File: src/rtl/seg_event_pkg.sv
package seg_event_pkg;
   // Register bus geometry.
   localparam int ADDR_W = 8;
   localparam int DATA_W = 32;
   localparam int SEG_N  = 4;

   // Register byte offsets.
   localparam logic [ADDR_W-1:0] OFS_EVSEL   = 8'h00;
   localparam logic [ADDR_W-1:0] OFS_COUNT   = 8'h04;
   localparam logic [ADDR_W-1:0] OFS_STATUS  = 8'h08;
   localparam logic [ADDR_W-1:0] OFS_IRQ_EN  = 8'h0c;
   localparam logic [ADDR_W-1:0] OFS_IRQ_CLR = 8'h10;

   // Event select field layout.
   localparam int EVSEL_CODE_LSB = 0;
   localparam int EVSEL_MASK_LSB = 8;
   localparam int EVSEL_EN_BIT   = 22;

   // Status, enable and clear bit positions.
   localparam int ST_WRAP_BIT  = 0;
   localparam int ST_STALL_BIT = 1;
   localparam int ST_FULL_BIT  = 2;
   localparam int ST_W         = 3;

   // Reset values.
   localparam logic [7:0]      RST_CODE   = 8'h00;
   localparam logic [7:0]      RST_MASK   = 8'h00;
   localparam logic [ST_W-1:0] RST_STATUS = 3'h0;
   localparam logic [ST_W-1:0] RST_IRQ_EN = 3'h0;

   // Event codes.
   localparam logic [7:0] EV_SEG_STALL  = 8'hd4;
   localparam logic [7:0] EV_SEG_RENAME = 8'hd5;
   localparam logic [7:0] EV_RES_STALL  = 8'hdc;

   // Unit masks; bit n of a segment mask selects ES, DS, FS, GS in turn.
   localparam logic [7:0] UM_ES       = 8'h01;
   localparam logic [7:0] UM_DS       = 8'h02;
   localparam logic [7:0] UM_FS       = 8'h04;
   localparam logic [7:0] UM_GS       = 8'h08;
   localparam logic [7:0] UM_SEG_ANY  = 8'h0f;
   localparam logic [7:0] UM_RETIRE_F = 8'h01;
   localparam logic [7:0] UM_SCHED_F  = 8'h02;
endpackage

File: src/rtl/seg_rename_tracker.sv
`timescale 1ns/1ps
`default_nettype none
module seg_rename_tracker
   import seg_event_pkg::*;
(
   input  wire logic             clk_sys,
   input  wire logic             arst_n,
   input  wire logic [SEG_N-1:0] segUpdate,
   input  wire logic [SEG_N-1:0] segRetire,
   output logic      [SEG_N-1:0] stallHit,
   output logic      [SEG_N-1:0] renameHit,
   output logic      [SEG_N-1:0] pendingQ
);
   logic [SEG_N-1:0] pendingD;

   // One rename slot per segment; a retire in the same cycle frees the slot.
   genvar s;
   for (s = 0; s < SEG_N; s++) begin : g_seg
      assign stallHit[s]  = segUpdate[s] & pendingQ[s] & ~segRetire[s];
      assign renameHit[s] = segUpdate[s] & ~stallHit[s];
      assign pendingD[s]  = (pendingQ[s] & ~segRetire[s]) | renameHit[s];
   end

   // Pending bits, one per data segment register.
   always_ff @(posedge clk_sys or negedge arst_n) begin
      if (!arst_n) begin
         pendingQ <= '0;
      end else begin
         pendingQ <= pendingD;
      end
   end
endmodule // seg_rename_tracker
`default_nettype wire

File: src/rtl/event_counter.sv
`timescale 1ns/1ps
`default_nettype none
module event_counter #(
   parameter int WIDTH = 32
) (
   input  wire logic             clk_sys,
   input  wire logic             arst_n,
   input  wire logic             inc,
   input  wire logic             ldEn,
   input  wire logic [WIDTH-1:0] ldVal,
   output logic      [WIDTH-1:0] countQ,
   output logic                  wrapPulse
);
   if (WIDTH < 1 || WIDTH > 32) begin : g_chk
      $error("event_counter WIDTH must be 1 to 32");
   end

   // A wrap is flagged when an increment passes the all-ones value.
   assign wrapPulse = inc & ~ldEn & (&countQ);

   // Software load wins over a same-cycle increment, so a preset is exact.
   always_ff @(posedge clk_sys or negedge arst_n) begin
      if (!arst_n) begin
         countQ <= '0;
      end else if (ldEn) begin
         countQ <= ldVal;
      end else if (inc) begin
         countQ <= countQ + WIDTH'(1);
      end
   end
endmodule // event_counter
`default_nettype wire

File: src/rtl/seg_stall_event_unit.sv
// Added by the designer: the address map and the plain strobed port.
`timescale 1ns/1ps
`default_nettype none
// How it works
// A second update to an unretired renamed segment stalls the front end.
// Code D4 with mask 01 counts ES rename-resource stalls.
// Code D4 with mask 02 counts DS rename-resource stalls.
// Code D4 with mask 04 counts FS rename-resource stalls.
// Code D4 with mask 08 counts GS rename-resource stalls.
// Code D4 with mask 0F counts stalls on any of the four segments.
// Code D5 with mask 01 counts each ES rename.
// Code D5 with mask 02 counts each DS rename.
// Code D5 with mask 04 counts each FS rename.
// Code D5 with mask 08 counts each GS rename.
// Code D5 with mask 0F counts renames of any segment.
// Code DC with mask 01 counts cycles the retire buffer is full.
// Code DC with mask 02 counts cycles the scheduler is full.
// While either is full, new instructions are held off.
// Only listed code and mask pairs count; others leave the count alone.
// Segment mask bits 0..3 pick ES, DS, FS, GS; all ones picks all.
module seg_stall_event_unit
   import seg_event_pkg::*;
#(
   parameter int COUNT_W = 32
) (
   input  wire logic              clk_sys,
   input  wire logic              arst_n,
   input  wire logic [ADDR_W-1:0] regAddr,
   input  wire logic [DATA_W-1:0] regWrData,
   input  wire logic              regWr,
   input  wire logic              regRd,
   output logic      [DATA_W-1:0] regRdData_q,
   input  wire logic [SEG_N-1:0]  segUpdate,
   input  wire logic [SEG_N-1:0]  segRetire,
   input  wire logic              retireBufFull,
   input  wire logic              schedFull,
   output logic                   frontStall_q,
   output logic                   admitHold_q,
   output logic                   irq_q
);
   if (COUNT_W < 1 || COUNT_W > DATA_W) begin : g_chk
      $error("COUNT_W must be 1 to 32");
   end

   logic [7:0]         evCode_q;
   logic [7:0]         evMask_q;
   logic               evEn_q;
   logic [ST_W-1:0]    status_q;
   logic [ST_W-1:0]    irqEn_q;
   logic [SEG_N-1:0]   stallHit;
   logic [SEG_N-1:0]   renameHit;
   logic [SEG_N-1:0]   pendingQ;
   logic [COUNT_W-1:0] countQ;
   logic               wrapPulse;
   logic               countInc;
   logic               countLd;
   logic [ST_W-1:0]    statusSet;
   logic [ST_W-1:0]    statusClr;

   // A segment mask is legal only as one of the five listed values.
   function automatic logic segMaskOk(input logic [7:0] m);
      return (m == UM_ES) || (m == UM_DS) || (m == UM_FS) ||
             (m == UM_GS) || (m == UM_SEG_ANY);
   endfunction

   // Decode one programmed code and mask against this cycle's occurrences.
   function automatic logic eventHit(input logic [7:0] code,
                                     input logic [7:0] m,
                                     input logic [SEG_N-1:0] stl,
                                     input logic [SEG_N-1:0] ren,
                                     input logic robF,
                                     input logic schF);
      logic hit;
      hit = 1'b0;
      case (code)
         EV_SEG_STALL: begin
            hit = segMaskOk(m) && |(stl & m[SEG_N-1:0]);
         end
         EV_SEG_RENAME: begin
            hit = segMaskOk(m) && |(ren & m[SEG_N-1:0]);
         end
         EV_RES_STALL: begin
            if (m == UM_RETIRE_F) begin
               hit = robF;
            end else if (m == UM_SCHED_F) begin
               hit = schF;
            end else begin
               hit = 1'b0;
            end
         end
         default: begin
            hit = 1'b0;
         end
      endcase
      return hit;
   endfunction

   seg_rename_tracker u_tracker (
      .clk_sys   (clk_sys),
      .arst_n    (arst_n),
      .segUpdate (segUpdate),
      .segRetire (segRetire),
      .stallHit  (stallHit),
      .renameHit (renameHit),
      .pendingQ  (pendingQ)
   );

   // One count per cycle at most, even when several segments hit together.
   assign countInc = evEn_q &&
                     eventHit(evCode_q, evMask_q, stallHit, renameHit,
                              retireBufFull, schedFull);
   assign countLd  = regWr && (regAddr == OFS_COUNT);

   event_counter #(
      .WIDTH (COUNT_W)
   ) u_counter (
      .clk_sys   (clk_sys),
      .arst_n    (arst_n),
      .inc       (countInc),
      .ldEn      (countLd),
      .ldVal     (regWrData[COUNT_W-1:0]),
      .countQ    (countQ),
      .wrapPulse (wrapPulse)
   );

   // Event selection register.
   always_ff @(posedge clk_sys or negedge arst_n) begin
      if (!arst_n) begin
         evCode_q <= RST_CODE;
         evMask_q <= RST_MASK;
         evEn_q   <= 1'b0;
      end else if (regWr && regAddr == OFS_EVSEL) begin
         evCode_q <= regWrData[EVSEL_CODE_LSB +: 8];
         evMask_q <= regWrData[EVSEL_MASK_LSB +: 8];
         evEn_q   <= regWrData[EVSEL_EN_BIT];
      end
   end

   // Interrupt enable register.
   always_ff @(posedge clk_sys or negedge arst_n) begin
      if (!arst_n) begin
         irqEn_q <= RST_IRQ_EN;
      end else if (regWr && regAddr == OFS_IRQ_EN) begin
         irqEn_q <= regWrData[ST_W-1:0];
      end
   end

   // Sticky status; a set in the same cycle as its clear wins.
   always_comb begin
      statusSet               = '0;
      statusSet[ST_WRAP_BIT]  = wrapPulse;
      statusSet[ST_STALL_BIT] = |stallHit;
      statusSet[ST_FULL_BIT]  = retireBufFull | schedFull;
      statusClr = (regWr && regAddr == OFS_IRQ_CLR) ? regWrData[ST_W-1:0] : '0;
   end

   always_ff @(posedge clk_sys or negedge arst_n) begin
      if (!arst_n) begin
         status_q <= RST_STATUS;
      end else begin
         status_q <= (status_q & ~statusClr) | statusSet;
      end
   end

   // The interrupt is registered one cycle behind the status it reflects.
   always_ff @(posedge clk_sys or negedge arst_n) begin
      if (!arst_n) begin
         irq_q <= 1'b0;
      end else begin
         irq_q <= |(status_q & irqEn_q);
      end
   end

   // Front-end stall and admission hold toward the pipeline.
   always_ff @(posedge clk_sys or negedge arst_n) begin
      if (!arst_n) begin
         frontStall_q <= 1'b0;
         admitHold_q  <= 1'b0;
      end else begin
         frontStall_q <= |stallHit;
         admitHold_q  <= retireBufFull | schedFull;
      end
   end

   // Read data stand only in the cycle after the read strobe.
   always_ff @(posedge clk_sys or negedge arst_n) begin
      if (!arst_n) begin
         regRdData_q <= '0;
      end else if (regRd) begin
         case (regAddr)
            OFS_EVSEL: begin
               regRdData_q <= DATA_W'({evEn_q, 6'h00, evMask_q, evCode_q});
            end
            OFS_COUNT: begin
               regRdData_q <= DATA_W'(countQ);
            end
            OFS_STATUS: begin
               regRdData_q <= DATA_W'(status_q);
            end
            OFS_IRQ_EN: begin
               regRdData_q <= DATA_W'(irqEn_q);
            end
            default: begin
               regRdData_q <= '0;
            end
         endcase
      end else begin
         regRdData_q <= '0;
      end
   end
endmodule // seg_stall_event_unit
`default_nettype wire

File: config.mk
export PLATFORM = sky130hd
export DESIGN_NAME = seg_stall_event_unit
export DESIGN_NICKNAME = d
export VERILOG_FILES = /design/src/rtl/seg_event_pkg.sv /design/src/rtl/seg_rename_tracker.sv /design/src/rtl/event_counter.sv /design/src/rtl/seg_stall_event_unit.sv
export SDC_FILE = /design/constraint.sdc
export NUM_CORES = 1
export LEC_CHECK = 0
export BUFFER_PORTS_ARGS = -buffer_cell sky130_fd_sc_hd__clkbuf_2
export CAP_MARGIN = 30
export CORE_ASPECT_RATIO = 0.5
export CORE_MARGIN = 4
export CORE_UTILIZATION = 59
export CTS_CLUSTER_SIZE = 8
export DETAILED_ROUTE_END_ITERATION = 8
export PLACE_DENSITY = 0.83
export SLEW_MARGIN = 20
export SYNTH_ARGS = -nofsm -noshare
export SYNTH_HDL_FRONTEND = slang
export SYNTH_SLANG_ARGS = --single-unit
File: constraint.sdc
create_clock -name clk_sys -period 6.46 [get_ports clk_sys]
set_input_delay 1.292 -clock clk_sys [delete_from_list [all_inputs] [get_ports clk_sys]]
set_output_delay 1.292 -clock clk_sys [all_outputs]
set_load 0.05 [all_outputs]
=== After elaboration in Yosys (flattened, before gate mapping) ===
Cells that the tools add are included.

* Flip-flop bits (word level): 94
* Latch bits: 0
* Memory bits (writable): 0
* Memory bits (read-only): 0
* Output and inout bits: 35
* Memories: 0

* Add/subtract/negate cells: 1
* $mul: 0
* Divide/modulo/power cells: 0
* Magnitude comparators: 0
* Equality and inequality tests: 12
* Shift-type cells: 0
* Multiplexer cells: 8
* Bitwise operators: 38
* Reductions and logical operators: 18

{| class="wikitable"
|+ Operators with widths
! operator !! count
|-
| 32-bit one-hot mux with 4 select lines || 1
|-
| 32-bit 2-to-1 mux || 3
|-
| 32-bit by 1-bit adder with 32-bit output, second input constant || 1
|-
| 8-bit by 4-bit == test with 1-bit output, second input constant || 4
|-
| 32-bit AND reduction || 1
|-
| 8-bit == test, second input constant || 3
|-
| 1-bit AND || 18
|-
| 8-bit by 3-bit == test with 1-bit output, second input constant || 2
|-
| 4-bit OR reduction || 3
|-
| 1-bit NOT || 9
|-
| 4-bit AND || 2
|-
| 8-bit by 1-bit == test with 1-bit output, second input constant || 1
|-
| 8-bit by 2-bit == test with 1-bit output, second input constant || 1
|-
| 8-bit by 5-bit == test with 1-bit output, second input constant || 1
|-
| 8-bit zero test || 1
|-
| 1-bit logical AND || 7
|-
| 3-bit AND || 2
|-
| 1-bit bitwise OR || 5
|-
| 1-bit logical OR || 4
|-
| 3-bit 2-to-1 mux || 1
|-
| 3-bit NOT || 1
|-
| 3-bit bitwise OR || 1
|-
| 1-bit one-hot mux with 3 select lines || 1
|-
| 3-bit OR reduction || 1
|-
| 2 further kinds || 3
|}

=== Depth between registers and ports, before layout ===
* Word-level depth: 12
* Gate-level depth with buffers: 9
* Mapped depth without buffers: 7

=== Modules after synthesis ===
From an unflattened synthesis, not the netlist that was laid out.

* Cell total of the unflattened synthesis: 442
* Area, all modules: 4640.7 sq um

{| class="wikitable"
|+ By module, submodules not included
! module !! times used !! cells each !! area each (sq um) !! sequential area each (sq um)
|-
| seg_stall_event_unit || 1 || 192 || 2471.1 || 1451.4
|-
| event_counter || 1 || 226 || 1934.4 || 800.8
|-
| seg_rename_tracker || 1 || 24 || 235.2 || 100.1
|}

=== Worst setup path before layout ===
No wires, ideal clock.

* Path type: input port to flip-flop
* Start point: input regAddr[1]
* End point: register evCode_q[0]
* Data arrival time: 3072 ps
* Required time: 6335 ps
* Setup slack: 3263 ps
* Stages on the path: 6
* Path through: or4_1 -> nor3_1 -> and3_1 -> buf_2 -> buf_4 -> mux2_2

* Longest elaborated chain between the ends: 2

{| class="wikitable"
|+ RTL lines
! element !! RTL line !! RTL
|-
| from (decl) || seg_stall_event_unit.sv:28 || <nowiki>input wire logic [ADDR_W-1:0] regAddr,</nowiki>
|-
| 8-bit zero test || seg_stall_event_unit.sv:132 || <nowiki>end else if (regWr && regAddr == OFS_EVSEL) begin</nowiki>
|-
| 1-bit logical AND || seg_stall_event_unit.sv:132 ||
|-
| to (signal assigned) || seg_stall_event_unit.sv:133 || <nowiki>evCode_q <= regWrData[EVSEL_CODE_LSB +: 8];</nowiki>
|-
| to (decl) || seg_stall_event_unit.sv:45 || <nowiki>logic [7:0] evCode_q;</nowiki>
|}

Every way passes these cells.
A chain may end at the register's enable or synchronous reset.

=== Final worst setup path ===
* Start point: input regAddr[1]
* End point: register evCode_q[1]

The elaborated chain is that of the path after synthesis.

==> flow_summary.json <==
{
  "status": "finished, final reports clean",
  "ctsHoldBuffers": 0,
  "hold_viol_final": 0,
  "dp.cells": 576,
  "postSynth.asyncResetShare_pct": 100,
  "synth.cells.most_frequent": "dfrtp_1 (94), nor2_1 (51), a21oi_1 (31)",
  "synth_top_area_share_pct": 51.7,
  "cts_resized": 0,
  "ant_nets": 0,
  "max_slew_margin_pct": 39.3,
  "dr.pass1.iters": 5,
  "htreeDepth": 3,
  "fin_crit_ps": 3410,
  "min_delay_path_depth": 1,
  "cts_sinks": 94,
  "clockBufferDepth": 2,
  "drive_above_1_share_pct": 32.1,
  "drc": 0,
  "synth_area_per_cell_sq_um": 11.0,
  "min_to": "status_q[2]",
  "synth_area_leaders": "dfrtp_1 (52%), xnor2_1 (5.2%), mux2_2 (5.0%)",
  "yosys_register_bits": 94,
  "insertion_delay_ps": 340,
  "cts_made_buffers": 9,
  "routabilityCongestion": 0.834,
  "ff2ff_path_depth": 8,
  "root_buffer": "clkbuf_16",
  "tns_ps": 0,
  "wl_per_cell_microns": 16.7,
  "yosysWarnings": 0,
  "overflow": 0,
  "p_sw_share_pct": 23.3,
  "clkPwrFrac_pct": 39.6,
  "die_w_microns": 132,
  "nets": 546,
  "clock_skew_ps": 9.48,
  "comb_power_share_pct": 8.4,
  "grt_max_degree": 61,
  "io_buffers": 88,
  "worstReg2RegStart": "evMask_q[7]",
  "cp-end-kind": "register",
  "syn_inst": 412,
  "rsz0062_at_grt": "no",
  "power_switching_mw": 0.288,
  "yosys.cell_count.top_type": "dfrtp_1",
  "diodes": 0,
  "fmax_mhz": 293,
  "synth_edf_count": 0,
  "r2r_slack_ps": 3830,
  "max_stage_delay_ps": 840,
  "grtUsageTotal_pct": 22.4,
  "arrival_ps": 3630,
  "core-area_sq_mm": 0.00740,
  "power.total_mw": 1.24,
  "ios": 89,
  "areaGrowthSynthToFinish_pct": 17.2,
  "path_depth": 5,
  "pwr-share-seq_pct": 52.0,
  "clk_pin_slew_ps": 60,
  "cp_cell_sequence": "clkbuf_2 -> or4_1 -> nor3_1 -> and3_1 -> mux2_2",
  "crit_family": "simple AND/OR/NAND/NOR gates",
  "routed_wl_microns": 9900,
  "grt_first_pass_wirelength_microns": 16400,
  "vdd_drop_max_v": 0.000170,
  "grt_pass1_vias": 3277,
  "final_max_slew_viol_count": 0,
  "post_cts_buffers": 0,
  "rows": 22,
  "ys.flop_type": "dfrtp_1",
  "first_iter_violations": 340,
  "synthesis.nets": 467,
  "synth_cell_types": 52,
  "fin_cells": 592,
  "antenna_found_initial": 0,
  "rr_endpoint": "u_counter.countQ[10]",
  "powerDensity_mw_per_mm2": 232,
  "die_y_microns": 70.1,
  "worst_slew_pin_slew_ps": 911,
  "min-delay-start": "status_q[2]",
  "intPower_mw": 0.947,
  "hpwl_microns": 6810,
  "vias": 3412,
  "required_ps": 6680,
  "die-area_sq_mm": 0.00926,
  "seq_area_frac_synth_pct": 51.7,
  "worstHoldPathType": "register to register",
  "yosys.area.top_type": "dfrtp_1",
  "setup_viol": 0,
  "syn_area_sq_mm": 0.00455,
  "power_leakage_nw": 2.52,
  "crit_type": "input pin to register",
  "start_util_pct": 61.4,
  "min_period_over_period_pct": 52.8,
  "crit_fanout": 17,
  "startpoint_type": "input pin",
  "drv_cap": 0,
  "cp_slowest_cell": "and3_1",
  "tritoncts": "built",
  "post_drt_via_cell_ratio": 5.76,
  "cp_num_buf_inv": 1
}
[logic make-up after synthesis]
family	after synthesis	synth area share, %
AOI/OAI and AO/OA	52	6.80
and+or+nand+nor	166	22.6
xor gates and xnor gates	30	5.78
DFF	94	51.7
muxes	38	9.74
buffers and inverters	31	3.08
adders and majority gates	1	0.275
[worst max-delay path by stage]
stage,from,endpoint
finish,regAddr[1],evCode_q[1]
floorplan,regAddr[1],evCode_q[0]
global route,regAddr[1],evMask_q[4]
global placement,regAddr[1],evEn_q
detailed placement,regAddr[1],evCode_q[5]
CTS,regAddr[1],evCode_q[1]
[power by group through the flow]
stage | Sequential (mW) | Clock (mW) | Combinational (mW)
finish | 0.643 | 0.489 | 0.103
global route | 0.647 | 0.520 | 0.115
CTS | 0.642 | 0.494 | 0.105
detailed placement | 0.652 | 0 | 0.103
global placement | 0.652 | 0 | 0.0978
floorplan | 0.650 | 0 | 0.0543
[layout by cell type, fill, tap and decap left out, drive strengths merged, types with 2 or more instances in the layout]
cell    netlist  layout
nor3         11      11
nand2        21      21
nor3b         5       5
mux2         20      20
mux2i        15      15
a21oi        31      31
nor2         51      51
nor2b         7       7
or2           7       7
a22oi         2       2
o21ai         5       5
nand3         9       9
xor2          3       3
dfrtp        94      94
inv           6       6
a22o          2       2
nor4b         6       6
xnor2        27      27
nand4         4       4
nand4b        4       4
a21o          3       3
and3         24      24
buf          11       6
mux4          3       3
clkbuf       14     101
nor4         10      10
[per-layer routing]
metal	wire [microns]	GRT usage [%]	vias to the layer above	part of all wire, %
li1	-	-	1608	-
met1	4460	29.8	1695	45
met2	4740	36.2	96	48
met3	599	6.19	13	6.0
met4	105	6.75	0	1.1
met5	0	0	-	0
[area by class of cell]
class                   instances  area [sq um]
multi-input cells             287          2060
repair buffers                 93           500
clock buffers                  14           264
clock inverters                 2          16.3
fillers                       515          2070
inverters                       6          22.5
flip-flops and latches         94          2350
well taps                      96           120
[per-stage QoR]
stage	cell area [sq um]	setup WS, ps	util (%)	hold WS (ps)
after detailed placement	5050	2710	68.2	506
after CTS	5330	3060	72.0	523
after global routing	5330	2930	72.0	539
after global placement	5020	2820	67.8	496
after floorplan	4550	3260	-	466
final	5330	3050	72.0	529
[flip-flops by register name, indices dropped and copies added (netlist names), 3 cells and up]
name and cells:
u_counter.countQ 32, u_tracker.pendingQ 4, evMask_q 8, status_q 3, evCode_q 8, irqEn_q 3
regRdData_q 32
No activity file was read; power rests on OpenSTA's default activity.
